`config.mk`:
```
export PLATFORM = sky130hd
export DESIGN_NAME = operand_address_generator
export DESIGN_NICKNAME = d
export VERILOG_FILES = /design/src/core/opgen_pkg.sv /design/src/core/offset_adder.sv /design/src/core/operand_address_generator.sv
export SDC_FILE = /design/constraint.sdc
export NUM_CORES = 1
export LEC_CHECK = 0
export BUFFER_PORTS_ARGS = -buffer_cell sky130_fd_sc_hd__buf_2
export CORE_MARGIN = 2
export CORE_UTILIZATION = 42
export CTS_BUF_LIST = sky130_fd_sc_hd__clkbuf_4 sky130_fd_sc_hd__clkbuf_8
export DETAILED_ROUTE_END_ITERATION = 12
export HOLD_SLACK_MARGIN = 0.03
export PLACE_DENSITY = 0.7
export SYNTH_ARGS = -nofsm -noshare
export SYNTH_HDL_FRONTEND = slang
export SYNTH_SLANG_ARGS = --single-unit
```
`constraint.sdc`:
```
create_clock -name clk_i -period 5.64 [get_ports clk_i]
set_input_delay 0.564 -clock clk_i [delete_from_list [all_inputs] [get_ports clk_i]]
set_output_delay 0.564 -clock clk_i [all_outputs]
set_load 0.005 [all_outputs]
```
`src/core/opgen_pkg.sv`:
```
// shared constants, mode codes and helpers for the operand address generator
// assumes one 8-bit core clock domain and a byte-wide unified memory space
package opgen_pkg;

  // ------------------------------------------------------------------
  // widths and limits
  // ------------------------------------------------------------------
  localparam int unsigned ADDR_W = 16;
  localparam int unsigned DATA_W = 8;

  localparam logic [15:0] RESET_ADDR       = 16'h0000;
  localparam logic [15:0] SHORT_EA_MAX     = 16'h00ff;
  localparam logic [15:0] SHORT_IDX_EA_MAX = 16'h01fe;
  localparam logic [7:0]  RESET_BYTE       = 8'h00;

  // interrupt reaction: finish instruction, then a fixed tail
  localparam logic [7:0]  IRQ_TAIL_CYC  = 8'h0a;
  localparam logic [7:0]  IRQ_MIN_CYC   = 8'h0a;
  localparam logic [7:0]  IRQ_MAX_CYC   = 8'h16;
  localparam logic [7:0]  INSTR_MAX_CYC = 8'h0c;

  // ------------------------------------------------------------------
  // addressing modes and sequencer states
  // ------------------------------------------------------------------
  typedef enum logic [3:0] {
    MODE_INH   = 4'h0,
    MODE_IMM   = 4'h1,
    MODE_DIR_S = 4'h2,
    MODE_DIR_L = 4'h3,
    MODE_IDX_N = 4'h4,
    MODE_IDX_S = 4'h5,
    MODE_IDX_L = 4'h6,
    MODE_IND_S = 4'h7,
    MODE_IND_L = 4'h8,
    MODE_IIX_S = 4'h9,
    MODE_IIX_L = 4'ha,
    MODE_REL_D = 4'hb,
    MODE_REL_I = 4'hc
  } addr_mode_e;

  typedef enum logic [3:0] {
    ST_IDLE = 4'h1,
    ST_OPND = 4'h2,
    ST_PTR  = 4'h4,
    ST_FIN  = 4'h8
  } seq_state_e;

  // ------------------------------------------------------------------
  // per-mode byte counts
  // ------------------------------------------------------------------
  function automatic logic [1:0] opnd_bytes(input addr_mode_e m);
    case (m)
      MODE_INH, MODE_IDX_N:  opnd_bytes = 2'h0;
      MODE_DIR_L, MODE_IDX_L: opnd_bytes = 2'h2;
      default:               opnd_bytes = 2'h1;
    endcase
  endfunction

  function automatic logic [1:0] ptr_bytes(input addr_mode_e m);
    case (m)
      MODE_IND_S, MODE_IIX_S, MODE_REL_I: ptr_bytes = 2'h1;
      MODE_IND_L, MODE_IIX_L:             ptr_bytes = 2'h2;
      default:                            ptr_bytes = 2'h0;
    endcase
  endfunction

  function automatic logic is_long(input addr_mode_e m);
    is_long = (m == MODE_DIR_L) || (m == MODE_IDX_L) ||
              (m == MODE_IND_L) || (m == MODE_IIX_L);
  endfunction

endpackage

```
`src/core/offset_adder.sv`:
```
// 16-bit base plus 8-bit offset, zero or sign extended
// assumes purely combinational use; result wraps inside 64 Kbyte
`timescale 1ns/1ps
module offset_adder (
  input  wire logic [15:0] base_i,
  input  wire logic [7:0]  off_i,
  input  wire logic        sext_i,
  output logic      [15:0] sum_o
);

  // ------------------------------------------------------------------
  // sum
  // ------------------------------------------------------------------
  logic [7:0] ext_hi;

  always_comb begin
    ext_hi = {8{sext_i & off_i[7]}};
    // carry out dropped on purpose: addresses wrap in 16 bits
    sum_o  = base_i + {ext_hi, off_i};
  end

endmodule // offset_adder

```
`src/core/operand_address_generator.sv`:
```
// operand fetch and effective address forming for an 8-bit core
// assumes memory answers a held request with ack and data together
//
// What this block does
// [RULE1] immediate: opcode plus one operand value byte
// [RULE2] short direct: one address byte, 00-FF
// [RULE3] long direct: two address bytes, full space
// [RULE4] indexed: unsigned sum of X/Y and offset
// [RULE5] no-offset indexed: no byte, index is address
// [RULE6] short indexed: byte offset plus index, 00-1FE
// [RULE7] long indexed: word offset plus index
// [RULE8] indirect: byte after opcode addresses the pointer
// [RULE9] short indirect: byte pointer, 00-FF reach
// [RULE10] long indirect forms: byte address, word pointer
// [RULE11] indirect indexed: index plus fetched pointer
// [RULE12] short indirect indexed: byte pointer, 00-1FE
// [RULE13] relative: PC plus sign-extended byte offset
// [RULE14] direct relative: offset byte follows opcode
// [RULE15] indirect relative: offset read from memory
// [RULE16] short-only instructions refuse long modes
// [RULE17] interrupt vector fetch: finish plus ten cycles
// [RULE18] word bytes: earlier byte is high half
// [RULE19] long indexed sums truncated to 16 bits
`timescale 1ns/1ps
module operand_address_generator (
  input  wire logic                   clk_i,
  input  wire logic                   arst_n_i,
  input  wire logic                   ce_i,
  input  wire logic                   start_i,
  input  wire opgen_pkg::addr_mode_e  mode_i,
  input  wire logic                   short_only_i,
  input  wire logic                   use_y_i,
  input  wire logic [7:0]             idx_x_i,
  input  wire logic [7:0]             idx_y_i,
  input  wire logic [15:0]            pc_i,
  input  wire logic                   mem_ack_i,
  input  wire logic [7:0]             mem_rdata_i,
  input  wire logic                   irq_i,
  output logic                        mem_req_o,
  output logic      [15:0]            mem_addr_o,
  output logic                        busy_o,
  output logic                        done_o,
  output logic                        illegal_o,
  output logic      [15:0]            ea_o,
  output logic      [7:0]             operand_o,
  output logic      [15:0]            next_pc_o,
  output logic      [15:0]            target_o,
  output logic                        vector_fetch_o
);

  // ------------------------------------------------------------------
  // state
  // ------------------------------------------------------------------
  opgen_pkg::seq_state_e state_ff;
  opgen_pkg::addr_mode_e mode_ff;
  logic [7:0]            idx_ff;
  logic [15:0]           pc_ff;
  logic [15:0]           addr_ff;
  logic [15:0]           word_ff;
  logic [1:0]            left_ff;
  logic [1:0]            nbytes_ff;
  logic                  irq_pend_ff;
  logic [7:0]            tail_ff;
  logic [7:0]            lat_ff;

  logic                  accept;
  logic                  refuse;
  logic                  last_byte;
  logic [15:0]           word_nxt;
  logic [15:0]           nxt_pc;
  logic [15:0]           idx_sum;
  logic [15:0]           rel_sum;
  logic [15:0]           nxt_ea;

  // a pending interrupt holds off new instructions until its vector
  assign busy_o     = (state_ff != opgen_pkg::ST_IDLE) || irq_pend_ff;
  assign accept     = ce_i && start_i && !busy_o;
  assign refuse     = short_only_i && (opgen_pkg::is_long(mode_i) ||
                      (mode_i == opgen_pkg::MODE_IMM)); // RULE16
  assign mem_req_o  = (state_ff == opgen_pkg::ST_OPND) ||
                      (state_ff == opgen_pkg::ST_PTR);
  assign mem_addr_o = addr_ff;
  assign last_byte  = (left_ff == 2'h1);
  // earlier byte slides into the high half
  assign word_nxt   = {word_ff[7:0], mem_rdata_i}; // RULE18

  // ------------------------------------------------------------------
  // sequencer
  // ------------------------------------------------------------------
  always_ff @(posedge clk_i or negedge arst_n_i) begin
    if (!arst_n_i) begin
      state_ff  <= opgen_pkg::ST_IDLE;
      left_ff   <= 2'h0;
      nbytes_ff <= 2'h0;
    end else if (ce_i) begin
      case (state_ff)
        opgen_pkg::ST_IDLE: begin
          if (accept && !refuse) begin
            nbytes_ff <= 2'h0;
            if (opgen_pkg::opnd_bytes(mode_i) != 2'h0) begin
              state_ff <= opgen_pkg::ST_OPND;
              left_ff  <= opgen_pkg::opnd_bytes(mode_i);
            end else begin
              // no operand byte at all for these
              state_ff <= opgen_pkg::ST_FIN; // RULE5
            end
          end
        end
        opgen_pkg::ST_OPND: begin
          if (mem_ack_i) begin
            nbytes_ff <= nbytes_ff + 2'h1;
            left_ff   <= left_ff - 2'h1;
            if (last_byte) begin
              if (opgen_pkg::ptr_bytes(mode_ff) != 2'h0) begin
                state_ff <= opgen_pkg::ST_PTR; // RULE8
                left_ff  <= opgen_pkg::ptr_bytes(mode_ff); // RULE10
              end else begin
                state_ff <= opgen_pkg::ST_FIN;
              end
            end
          end
        end
        opgen_pkg::ST_PTR: begin
          if (mem_ack_i) begin
            left_ff <= left_ff - 2'h1;
            if (last_byte) begin
              state_ff <= opgen_pkg::ST_FIN;
            end
          end
        end
        opgen_pkg::ST_FIN: begin
          state_ff <= opgen_pkg::ST_IDLE;
        end
        default: begin
          state_ff <= opgen_pkg::ST_IDLE;
        end
      endcase
    end
  end

  // ------------------------------------------------------------------
  // captured instruction context
  // ------------------------------------------------------------------
  always_ff @(posedge clk_i or negedge arst_n_i) begin
    if (!arst_n_i) begin
      mode_ff <= opgen_pkg::MODE_INH;
      idx_ff  <= opgen_pkg::RESET_BYTE;
      pc_ff   <= opgen_pkg::RESET_ADDR;
    end else if (accept && !refuse) begin
      mode_ff <= mode_i;
      idx_ff  <= use_y_i ? idx_y_i : idx_x_i; // RULE4
      pc_ff   <= pc_i;
    end
  end

  // ------------------------------------------------------------------
  // memory address and fetched bytes
  // ------------------------------------------------------------------
  always_ff @(posedge clk_i or negedge arst_n_i) begin
    if (!arst_n_i) begin
      addr_ff <= opgen_pkg::RESET_ADDR;
      word_ff <= opgen_pkg::RESET_ADDR;
    end else if (ce_i) begin
      if (accept && !refuse) begin
        addr_ff <= pc_i + 16'h0001;
        word_ff <= opgen_pkg::RESET_ADDR;
      end else if (mem_req_o && mem_ack_i) begin
        if ((state_ff == opgen_pkg::ST_OPND) && last_byte &&
            (opgen_pkg::ptr_bytes(mode_ff) != 2'h0)) begin
          // pointer address is a page-zero byte
          addr_ff <= {8'h00, mem_rdata_i}; // RULE8
          word_ff <= opgen_pkg::RESET_ADDR; // RULE15
        end else begin
          addr_ff <= addr_ff + 16'h0001;
          word_ff <= word_nxt; // RULE3
        end
      end
    end
  end

  // ------------------------------------------------------------------
  // address arithmetic
  // ------------------------------------------------------------------
  assign nxt_pc = pc_ff + 16'h0001 +
                  {14'h0000, opgen_pkg::opnd_bytes(mode_ff)}; // RULE1

  // zero-extended index; sum wraps in 16 bits
  offset_adder u_idx_add (
    .base_i (word_ff),
    .off_i  (idx_ff),
    .sext_i (1'b0),
    .sum_o  (idx_sum)
  ); // RULE19

  // branch base is the address after the whole instruction
  offset_adder u_rel_add (
    .base_i (nxt_pc),
    .off_i  (word_ff[7:0]),
    .sext_i (1'b1),
    .sum_o  (rel_sum)
  ); // RULE13

  always_comb begin
    case (mode_ff)
      opgen_pkg::MODE_DIR_S, opgen_pkg::MODE_IND_S:
        nxt_ea = {8'h00, word_ff[7:0]}; // RULE2 RULE9
      opgen_pkg::MODE_DIR_L, opgen_pkg::MODE_IND_L:
        nxt_ea = word_ff; // RULE3 RULE10
      opgen_pkg::MODE_IDX_N:
        nxt_ea = {8'h00, idx_ff}; // RULE5
      opgen_pkg::MODE_IDX_S, opgen_pkg::MODE_IDX_L:
        nxt_ea = idx_sum; // RULE6 RULE7
      opgen_pkg::MODE_IIX_S, opgen_pkg::MODE_IIX_L:
        nxt_ea = idx_sum; // RULE11 RULE12
      default:
        nxt_ea = opgen_pkg::RESET_ADDR;
    endcase
  end

  // ------------------------------------------------------------------
  // results, held until the next instruction finishes
  // ------------------------------------------------------------------
  always_ff @(posedge clk_i or negedge arst_n_i) begin
    if (!arst_n_i) begin
      ea_o      <= opgen_pkg::RESET_ADDR;
      operand_o <= opgen_pkg::RESET_BYTE;
      next_pc_o <= opgen_pkg::RESET_ADDR;
      target_o  <= opgen_pkg::RESET_ADDR;
    end else if (ce_i && (state_ff == opgen_pkg::ST_FIN)) begin
      ea_o      <= nxt_ea;
      // immediate value or relative offset
      operand_o <= word_ff[7:0]; // RULE1 RULE14 RULE15
      next_pc_o <= nxt_pc;
      target_o  <= rel_sum; // RULE13
    end
  end

  always_ff @(posedge clk_i or negedge arst_n_i) begin
    if (!arst_n_i) begin
      done_o    <= 1'b0;
      illegal_o <= 1'b0;
    end else if (ce_i) begin
      done_o    <= (state_ff == opgen_pkg::ST_FIN);
      illegal_o <= accept && refuse; // RULE16
    end
  end

  // ------------------------------------------------------------------
  // interrupt reaction
  // ------------------------------------------------------------------
  // tail counts only once the current instruction has drained
  always_ff @(posedge clk_i or negedge arst_n_i) begin
    if (!arst_n_i) begin
      irq_pend_ff    <= 1'b0;
      tail_ff        <= 8'h00;
      vector_fetch_o <= 1'b0;
    end else if (ce_i) begin
      vector_fetch_o <= 1'b0;
      if (irq_i) begin
        // new event wins over the clear by a vector fetch
        irq_pend_ff <= 1'b1;
      end else if (vector_fetch_o) begin
        irq_pend_ff <= 1'b0;
      end
      if (irq_pend_ff && !vector_fetch_o &&
          (state_ff == opgen_pkg::ST_IDLE)) begin
        if (tail_ff == opgen_pkg::IRQ_TAIL_CYC - 8'h01) begin
          vector_fetch_o <= 1'b1; // RULE17
          tail_ff        <= 8'h00;
        end else begin
          tail_ff <= tail_ff + 8'h01;
        end
      end
    end
  end

  // latency from event, read only by checks
  always_ff @(posedge clk_i or negedge arst_n_i) begin
    if (!arst_n_i) begin
      lat_ff <= 8'h00;
    end else if (ce_i) begin
      if (!irq_pend_ff || vector_fetch_o) begin
        lat_ff <= 8'h00;
      end else if (lat_ff != 8'hff) begin
        lat_ff <= lat_ff + 8'h01;
      end
    end
  end

  // ------------------------------------------------------------------
  // checks
  // ------------------------------------------------------------------
  AST_IMM_LEN: assert property ( // RULE1
    @(posedge clk_i) disable iff (!arst_n_i)
    done_o && (mode_ff == opgen_pkg::MODE_IMM) |->
      (next_pc_o == pc_ff + 16'h0002) && (nbytes_ff == 2'h1))
    else $error("immediate instruction length is not two bytes");

  AST_DIR_S_RANGE: assert property ( // RULE2
    @(posedge clk_i) disable iff (!arst_n_i)
    done_o && (mode_ff == opgen_pkg::MODE_DIR_S) |->
      ea_o <= opgen_pkg::SHORT_EA_MAX)
    else $error("short direct address out of page zero");

  AST_IDX_N: assert property ( // RULE5
    @(posedge clk_i) disable iff (!arst_n_i)
    done_o && (mode_ff == opgen_pkg::MODE_IDX_N) |->
      (ea_o == {8'h00, idx_ff}) && (next_pc_o == pc_ff + 16'h0001))
    else $error("no-offset indexed address is not the index");

  AST_IDX_S_RANGE: assert property ( // RULE6
    @(posedge clk_i) disable iff (!arst_n_i)
    done_o && (mode_ff == opgen_pkg::MODE_IDX_S) |->
      ea_o <= opgen_pkg::SHORT_IDX_EA_MAX)
    else $error("short indexed address beyond 1FE");

  AST_IIX_S_RANGE: assert property ( // RULE12
    @(posedge clk_i) disable iff (!arst_n_i)
    done_o && (mode_ff == opgen_pkg::MODE_IIX_S) |->
      (ea_o <= opgen_pkg::SHORT_IDX_EA_MAX) && (ea_o >= {8'h00, idx_ff}))
    else $error("short indirect indexed address out of range");

  AST_IND_L_BYTES: assert property ( // RULE10
    @(posedge clk_i) disable iff (!arst_n_i)
    ce_i && (state_ff == opgen_pkg::ST_OPND) && mem_ack_i &&
    (mode_ff == opgen_pkg::MODE_IND_L) |=>
      (state_ff == opgen_pkg::ST_PTR) && (left_ff == 2'h2) &&
      (mem_addr_o[15:8] == 8'h00))
    else $error("long indirect pointer fetch not set up");

  AST_REL_TARGET: assert property ( // RULE13
    @(posedge clk_i) disable iff (!arst_n_i)
    done_o && (mode_ff == opgen_pkg::MODE_REL_D) |->
      target_o == next_pc_o + {{8{operand_o[7]}}, operand_o})
    else $error("relative target is not pc plus signed offset");

  AST_REFUSE_LONG: assert property ( // RULE16
    @(posedge clk_i) disable iff (!arst_n_i)
    accept && refuse |=> illegal_o && (state_ff == opgen_pkg::ST_IDLE))
    else $error("long mode taken by a short-only instruction");

  AST_IRQ_TAIL: assert property ( // RULE17
    @(posedge clk_i) disable iff (!arst_n_i)
    vector_fetch_o |-> (lat_ff >= opgen_pkg::IRQ_MIN_CYC))
    else $error("vector fetched before the ten-cycle tail");

  // a moving address under a held request would read the wrong byte
  AST_REQ_HOLD: assert property ( // RULE8
    @(posedge clk_i) disable iff (!arst_n_i)
    mem_req_o && !(ce_i && mem_ack_i) |=>
      mem_req_o && $stable(mem_addr_o))
    else $error("memory request dropped or moved before ack");

  AST_PTR_PAGE0: assert property ( // RULE9
    @(posedge clk_i) disable iff (!arst_n_i)
    (state_ff == opgen_pkg::ST_PTR) &&
    (opgen_pkg::ptr_bytes(mode_ff) == 2'h1) |->
      mem_addr_o[15:8] == 8'h00)
    else $error("byte pointer read outside page zero");

endmodule // operand_address_generator

```
Word-level counts from Yosys, hierarchy flattened
Cells that the tools add are included.
{ "word_totals": {"regBits": 134, "latchBits": 0, "mem_bits_rw": 0, "romBits": 0, "input_bits": 52, "output_inout_bits": 77, "word_cells": 136, "memories": 0} }
{ "op_classes": {"add_sub_neg": 8, "mul": 0, "div": 0, "n_lt_le_gt_ge": 0, "n_eq_ne": 29, "n_shift": 0, "n_mux": 41, "n_bitwise": 0, "n_reduce_logical": 42} }
{ "ops": {"columns": ["op", "n"], "rows": [
  ["16-bit 2-to-1 mux", 6],
  ["16-bit case mux with 4 select lines", 1],
  ["16-bit by 1-bit adder with 16-bit output, second input constant", 3],
  ["2-bit 2-to-1 mux", 16],
  ["4-bit by 3-bit == test with 1-bit output, second input constant", 7],
  ["4-bit == test, second input constant", 7],
  ["4-bit 2-to-1 mux", 7],
  ["16-bit adder", 1],
  ["16-bit by 2-bit adder with 16-bit output", 1],
  ["16-bit by 8-bit adder with 16-bit output", 1],
  ["4-bit by 2-bit == test with 1-bit output, second input constant", 4],
  ["8-bit 2-to-1 mux", 2],
  ["2-bit OR reduction", 7],
  ["2-bit inequality test, second input constant", 6],
  ["2-bit case mux with 2 select lines", 3],
  ["4-bit case mux with 3 select lines", 1],
  ["6-bit AND reduction", 2],
  ["1-bit logical AND", 11],
  ["2-bit nonzero test", 5],
  ["8-bit by 1-bit adder with 8-bit output, second input constant", 1],
  ["4-bit by 1-bit == test with 1-bit output, second input constant", 2],
  ["8-bit by 4-bit == test with 1-bit output, second input constant", 1],
  ["4-bit logical NOT", 2],
  ["1-bit logical OR", 6],
  ["other kinds (10)", 17]
]} }

Longest topological paths before layout
{ "depth": {"word_depth": 15, "ltp_mapped": 19, "depth_no_buf": 18} }

By module
Synthesis repeated with hierarchy kept, for this count alone.
{ "hier_totals": {"hier_cells": 903, "area_unflattened_um2": 7996.4} }
{ "by_module_without_submodules": {"columns": ["mod", "n_inst", "cells_each", "area_each_um2", "seq_area_each_um2"], "rows": [
  ["operand_address_generator", 1, 735, 6760.2, 3354.5],
  ["offset_adder", 2, 84, 618.1, 0.0]
]} }

Worst setup path after synthesis
Ideal clock, no wire load.
{ "synth_timing": {"path_kind": "reg2reg", "startpoint": "register mode_ff[1]", "endpoint": "register target_o[11]", "setup_ps": 134, "arrival_time_ps": 3683, "required_time_ps": 5506, "slack_ps": 1823, "path_stages_with_launch": 18, "n_path_buf": 1, "synth_period_minus_slack_ps": 3817, "cell_sequence": "dfrtp_1 > clkbuf_1 > nor2b_1 > xnor2_1 > nor2_1 > ha_1 > fa_1 > nor2_1 > nand3_1 > xnor2_1 > ha_1 > a2111oi_0 > o21ai_0 > a41oi_1 > o21bai_1 > a21oi_1 > xor2_1 > o21ai_0"} }
{ "synth_between": {"elab_chain_len": 5, "elab_cells_between_ends": 9, "cone_classes": "add/sub: 2; eq/ne: 3; mux: 1; reduce/logical: 3"} }
{ "synth_lines": {"columns": ["item", "line_no", "rtl"], "rows": [
  ["start, declared", "operand_address_generator.sv:55", "opgen_pkg::addr_mode_e mode_ff;"],
  ["start signal, assigned", "operand_address_generator.sv:146", "mode_ff <= opgen_pkg::MODE_INH;"],
  ["start signal, assigned", "operand_address_generator.sv:150", "mode_ff <= mode_i;"],
  ["4-bit by 3-bit == test with 1-bit output, or another cell as far along", "opgen_pkg.sv:52", "case (m)"],
  ["2-bit OR reduction", "opgen_pkg.sv:52", null],
  ["2-bit case mux with 2 select lines *", "opgen_pkg.sv:52", null],
  ["16-bit by 2-bit adder with 16-bit output *", "operand_address_generator.sv:184", "assign nxt_pc = pc_ff + 16'h0001 +"],
  ["via nxt_pc[6]", "operand_address_generator.sv:70", "logic [15:0] nxt_pc;"],
  ["16-bit adder *", "offset_adder.sv:19", "sum_o = base_i + {ext_hi, off_i};"],
  ["end signal, assigned", "operand_address_generator.sv:228", "target_o <= opgen_pkg::RESET_ADDR;"],
  ["end signal, assigned", "operand_address_generator.sv:234", "target_o <= rel_sum;"],
  ["end, declared", "operand_address_generator.sv:47", "output logic [15:0] target_o,"]
]} }
The timed path passes the listed nets; every way through them passes the cells marked *.
A chain may end at the register's enable or synchronous reset.

Worst setup path after layout
{ "layout_timing": {"startpoint": "register mode_ff[1]", "endpoint": "register target_o[15]"} }
Same word-level chain as after synthesis.

==> results.toml <==
[cts]
clock-root-buffer = "clkbuf_8"
cts_buffer_depth = 2
cts_tree = "done"
htree_levels = 4
cts_made_buffers = 17
hold_buffers = 0
cts.clk_slew.worst_paths_ns = 0.08
cts_resized = 0
cts.sinks = 134
insertion_delay_ns = 0.44
postCtsSetupRepairBufs = 0

[sta]
rsz0062_at_grt = "no"
hold_violations = 0
finalCritPeriodShare_pct = 75.2
finClkSkew_ns = 0.0150
finalCriticalPeriod_ns = 4.24
fmax_mhz = 236
setup_violations = 0
slew_viol_final = 0
fin_setup_tns_ns = 0
slew_headroom_pct = 23.5
worstMarginPinSlew_ns = 1.15

[run]
cap_violations = 0

[yosys]
syn_inst = 879
synth_nets = 965
yosys_register_bits = 134
netlist_area_sq_mm = 0.00786
synth.distinct_cells = 71
async_reset_ff_share_pct = 100
ys_warn_count = 0
ys_seq_area_share_pct = 42.7
synth_edf_count = 0
synthFlopType = "dfrtp_1"
synth.avg_cell_area_sq_um = 8.94

[finish]
final-seq-area_sq_mm = 0.00335
drive_above_1_share_pct = 18.5
fin_nets = 1083
multi_input_area_sq_mm = 0.00421
antennaDiodeCount = 0
fillerInstances = 1797
area_growth_pct = 15.7
final_common_cell = "nand2_1"
fin_area_sq_mm = 0.00908
layout_common_cells = "nand2_1, dfrtp_1, buf_2"

[place]
place.gp.congestion = 0.861
hpwl_um = 15000
io_buffer_count = 128
placed_area_sq_mm = 0.00868

[grt]
grt_pass1_wl_um = 33800
grt_start_max_net_pins = 60
grt_overflow = 0
grt_usage_pct = 21.3
antenna_found_initial = 0
grt_pass1_vias = 6619

[route]
avgViaCountPerCell = 5.59
drt-initial-drc-count = 454
remaining_drc_errors = 0
first_pass_iters = 5
avgRoutedWirePerCell_um = 16.6
routed_wl_um = 20600
postRouteAntennaNets = 0
vias = 6953

[power]
p_per_area_mw_per_mm2 = 394
switching_power_mw = 1.39
ir_worst_vdd_v = 0.000178
internal-power_mw = 2.19
p_comb_share_pct = 35.5
power_frac_clock_pct = 23.2
p_sw_share_pct = 38.7
p_leak_nw = 4.55
seqPwrFrac_pct = 41.3

[floorplan]
die_h_um = 141
die_width_um = 141
ioPinCount = 129
num_rows = 50
initial_core_util_pct = 42.4
die-area_sq_mm = 0.0198
design.core.area_sq_mm = 0.0185

[worst_setup_path]
rr_worst_depth = 16
slowest_stage = "dfrtp_1"
rr_endpoint = "target_o[15]$_DFFE_PN0P_"
r2r_start = "mode_ff[1]$_DFFE_PN0P_"
path_cells = "nor2b_1 > xnor2_1 > nor2_1 > ha_1 > fa_1 > nor2_1 > nand3_1 > xnor2_1 > ha_1 > a2111oi_0 > o21ai_0 > nand4_1 > o221ai_1 > a31oi_1 > xnor3_1 > o21ai_0"
rrSetupSlack_ns = 1.40
start_kind = "flop"
critPathMaxFanout = 15
worstPathRequired_ns = 6.01
max_stage_delay_ns = 0.57
critPathArrivalTime_ns = 4.61
crit_type = "reg2reg"
crit_path_end_kind = "flop"

[run_status]
status = "complete, no violations"

[hold_path]
hp-class = "in2async"
kinds of logic (layout without fill, tap and decap cells):
| group | after synthesis | after routing | share of synthesized area, % |
|---|---|---|---|
| simple gates | 340 | 340 | 20.0 |
| mux | 17 | 17 | 2.29 |
| compound gates | 229 | 229 | 19.1 |
| buf+inv | 69 | 199 | 3.74 |
| fa+ha+maj | 35 | 35 | 5.83 |
| xor+xnor | 55 | 55 | 6.31 |
| flops | 134 | 134 | 42.7 |
routing by layer:
layer	global-route usage (%)	up-vias	wire (um)
met3	4.04	34	1360
li1	-	3367	-
met2	31.2	266	8840
met5	0	-	0
met4	8.89	0	515
met1	30.9	3286	9900
cell usage after synthesis, types with 5 or more instances:
cell / instances / area, sq um
a211oi_1: 7 / 52.6
a21o_1: 16 / 120
a21oi_1: 39 / 195
a221o_1: 5 / 50.1
a221oi_1: 7 / 61.3
a22o_1: 19 / 166
a22oi_1: 10 / 75.1
a31oi_1: 6 / 37.5
a41oi_1: 6 / 52.6
and3_1: 9 / 56.3
and4_1: 6 / 52.6
buf_2: 7 / 35.0
clkbuf_1: 22 / 82.6
dfrtp_1: 133 / 3330
ha_1: 31 / 388
inv_1: 32 / 120
mux2_2: 8 / 90.1
mux2i_1: 9 / 90.1
nand2_1: 191 / 717
nand3_1: 25 / 125
nand4_1: 8 / 50.1
nor2_1: 43 / 161
nor2b_1: 8 / 50.1
nor3_1: 14 / 70.1
nor4_1: 6 / 37.5
o21ai_0: 77 / 385
o21bai_1: 6 / 45.0
xnor2_1: 31 / 272
xor2_1: 23 / 201
worst max-delay path, delay by kind of cell (launching register included):
family | cells | cell delay (ns)
AO/OA/AOI/OAI | 5 | 1.30
adder cells (fa/ha/maj) | 3 | 0.92
AND/OR/NAND/NOR | 5 | 0.81
flip-flops | 1 | 0.57
XOR/XNOR | 3 | 0.57
area by class of cell:
class | instances | share of cell area [%]
Multi-Input combinational cell | 676 | 46.3
Sequential cell | 134 | 36.9
Timing Repair Buffer | 136 | 7.74
Tap cell | 234 | 3.22
Clock buffer | 21 | 3.04
Clock inverter | 10 | 1.42
Inverter | 32 | 1.32
registers in the layout, indices dropped and copies added (netlist names):
register        cells
ea_o               16
vector_fetch_o      1
mode_ff             4
target_o           16
done_o              1
irq_pend_ff         1
state_ff            4
illegal_o           1
pc_ff              16
left_ff             2
next_pc_o          16
tail_ff             8
idx_ff              8
mem_addr_o         16
word_ff            16
operand_o           8
power by group through the flow:
| stage | Combinational, mW | Sequential [mW] | Clock [mW] |
|---|---|---|---|
| 2_1_floorplan | 0.976 | 1.37 | 0 |
| 3_3_place_gp | 1.23 | 1.48 | 0 |
| 3_5_place_dp | 1.26 | 1.49 | 0 |
| 4_1_cts | 1.27 | 1.47 | 0.851 |
| 5_1_grt | 1.43 | 1.52 | 0.897 |
| 6_report | 1.27 | 1.48 | 0.830 |
worst max path at each step:
stage / startpoint / end / slack, ns
after global routing: mode_ff[1]$_DFFE_PN0P_ / target_o[11]$_DFFE_PN0P_ / 0.91
after CTS: mode_ff[1]$_DFFE_PN0P_ / target_o[15]$_DFFE_PN0P_ / 1.42
after global placement: mode_ff[1]$_DFFE_PN0P_ / target_o[11]$_DFFE_PN0P_ / 1.65
after detailed placement: mode_ff[1]$_DFFE_PN0P_ / target_o[15]$_DFFE_PN0P_ / 1.47
final: mode_ff[1]$_DFFE_PN0P_ / target_o[15]$_DFFE_PN0P_ / 1.40
after floorplan: mode_ff[1]$_DFFE_PN0P_ / target_o[11]$_DFFE_PN0P_ / 1.82
per-stage QoR:
step           utilization [%]  total power [mW]  setup slack, ns  hold WS [ns]  instances
5_1_grt                   49.1              3.85            0.911         0.225       1243
4_1_cts                   49.1              3.60             1.42         0.192       1243
2_1_floorplan                -              2.34             1.82         0.268        879
3_3_place_gp              46.9              2.71             1.65         0.459       1212
6_report                  49.1              3.58             1.40         0.177       1243
3_5_place_dp              46.9              2.75             1.47         0.458       1212
Power figures use the tool's default switching activity.
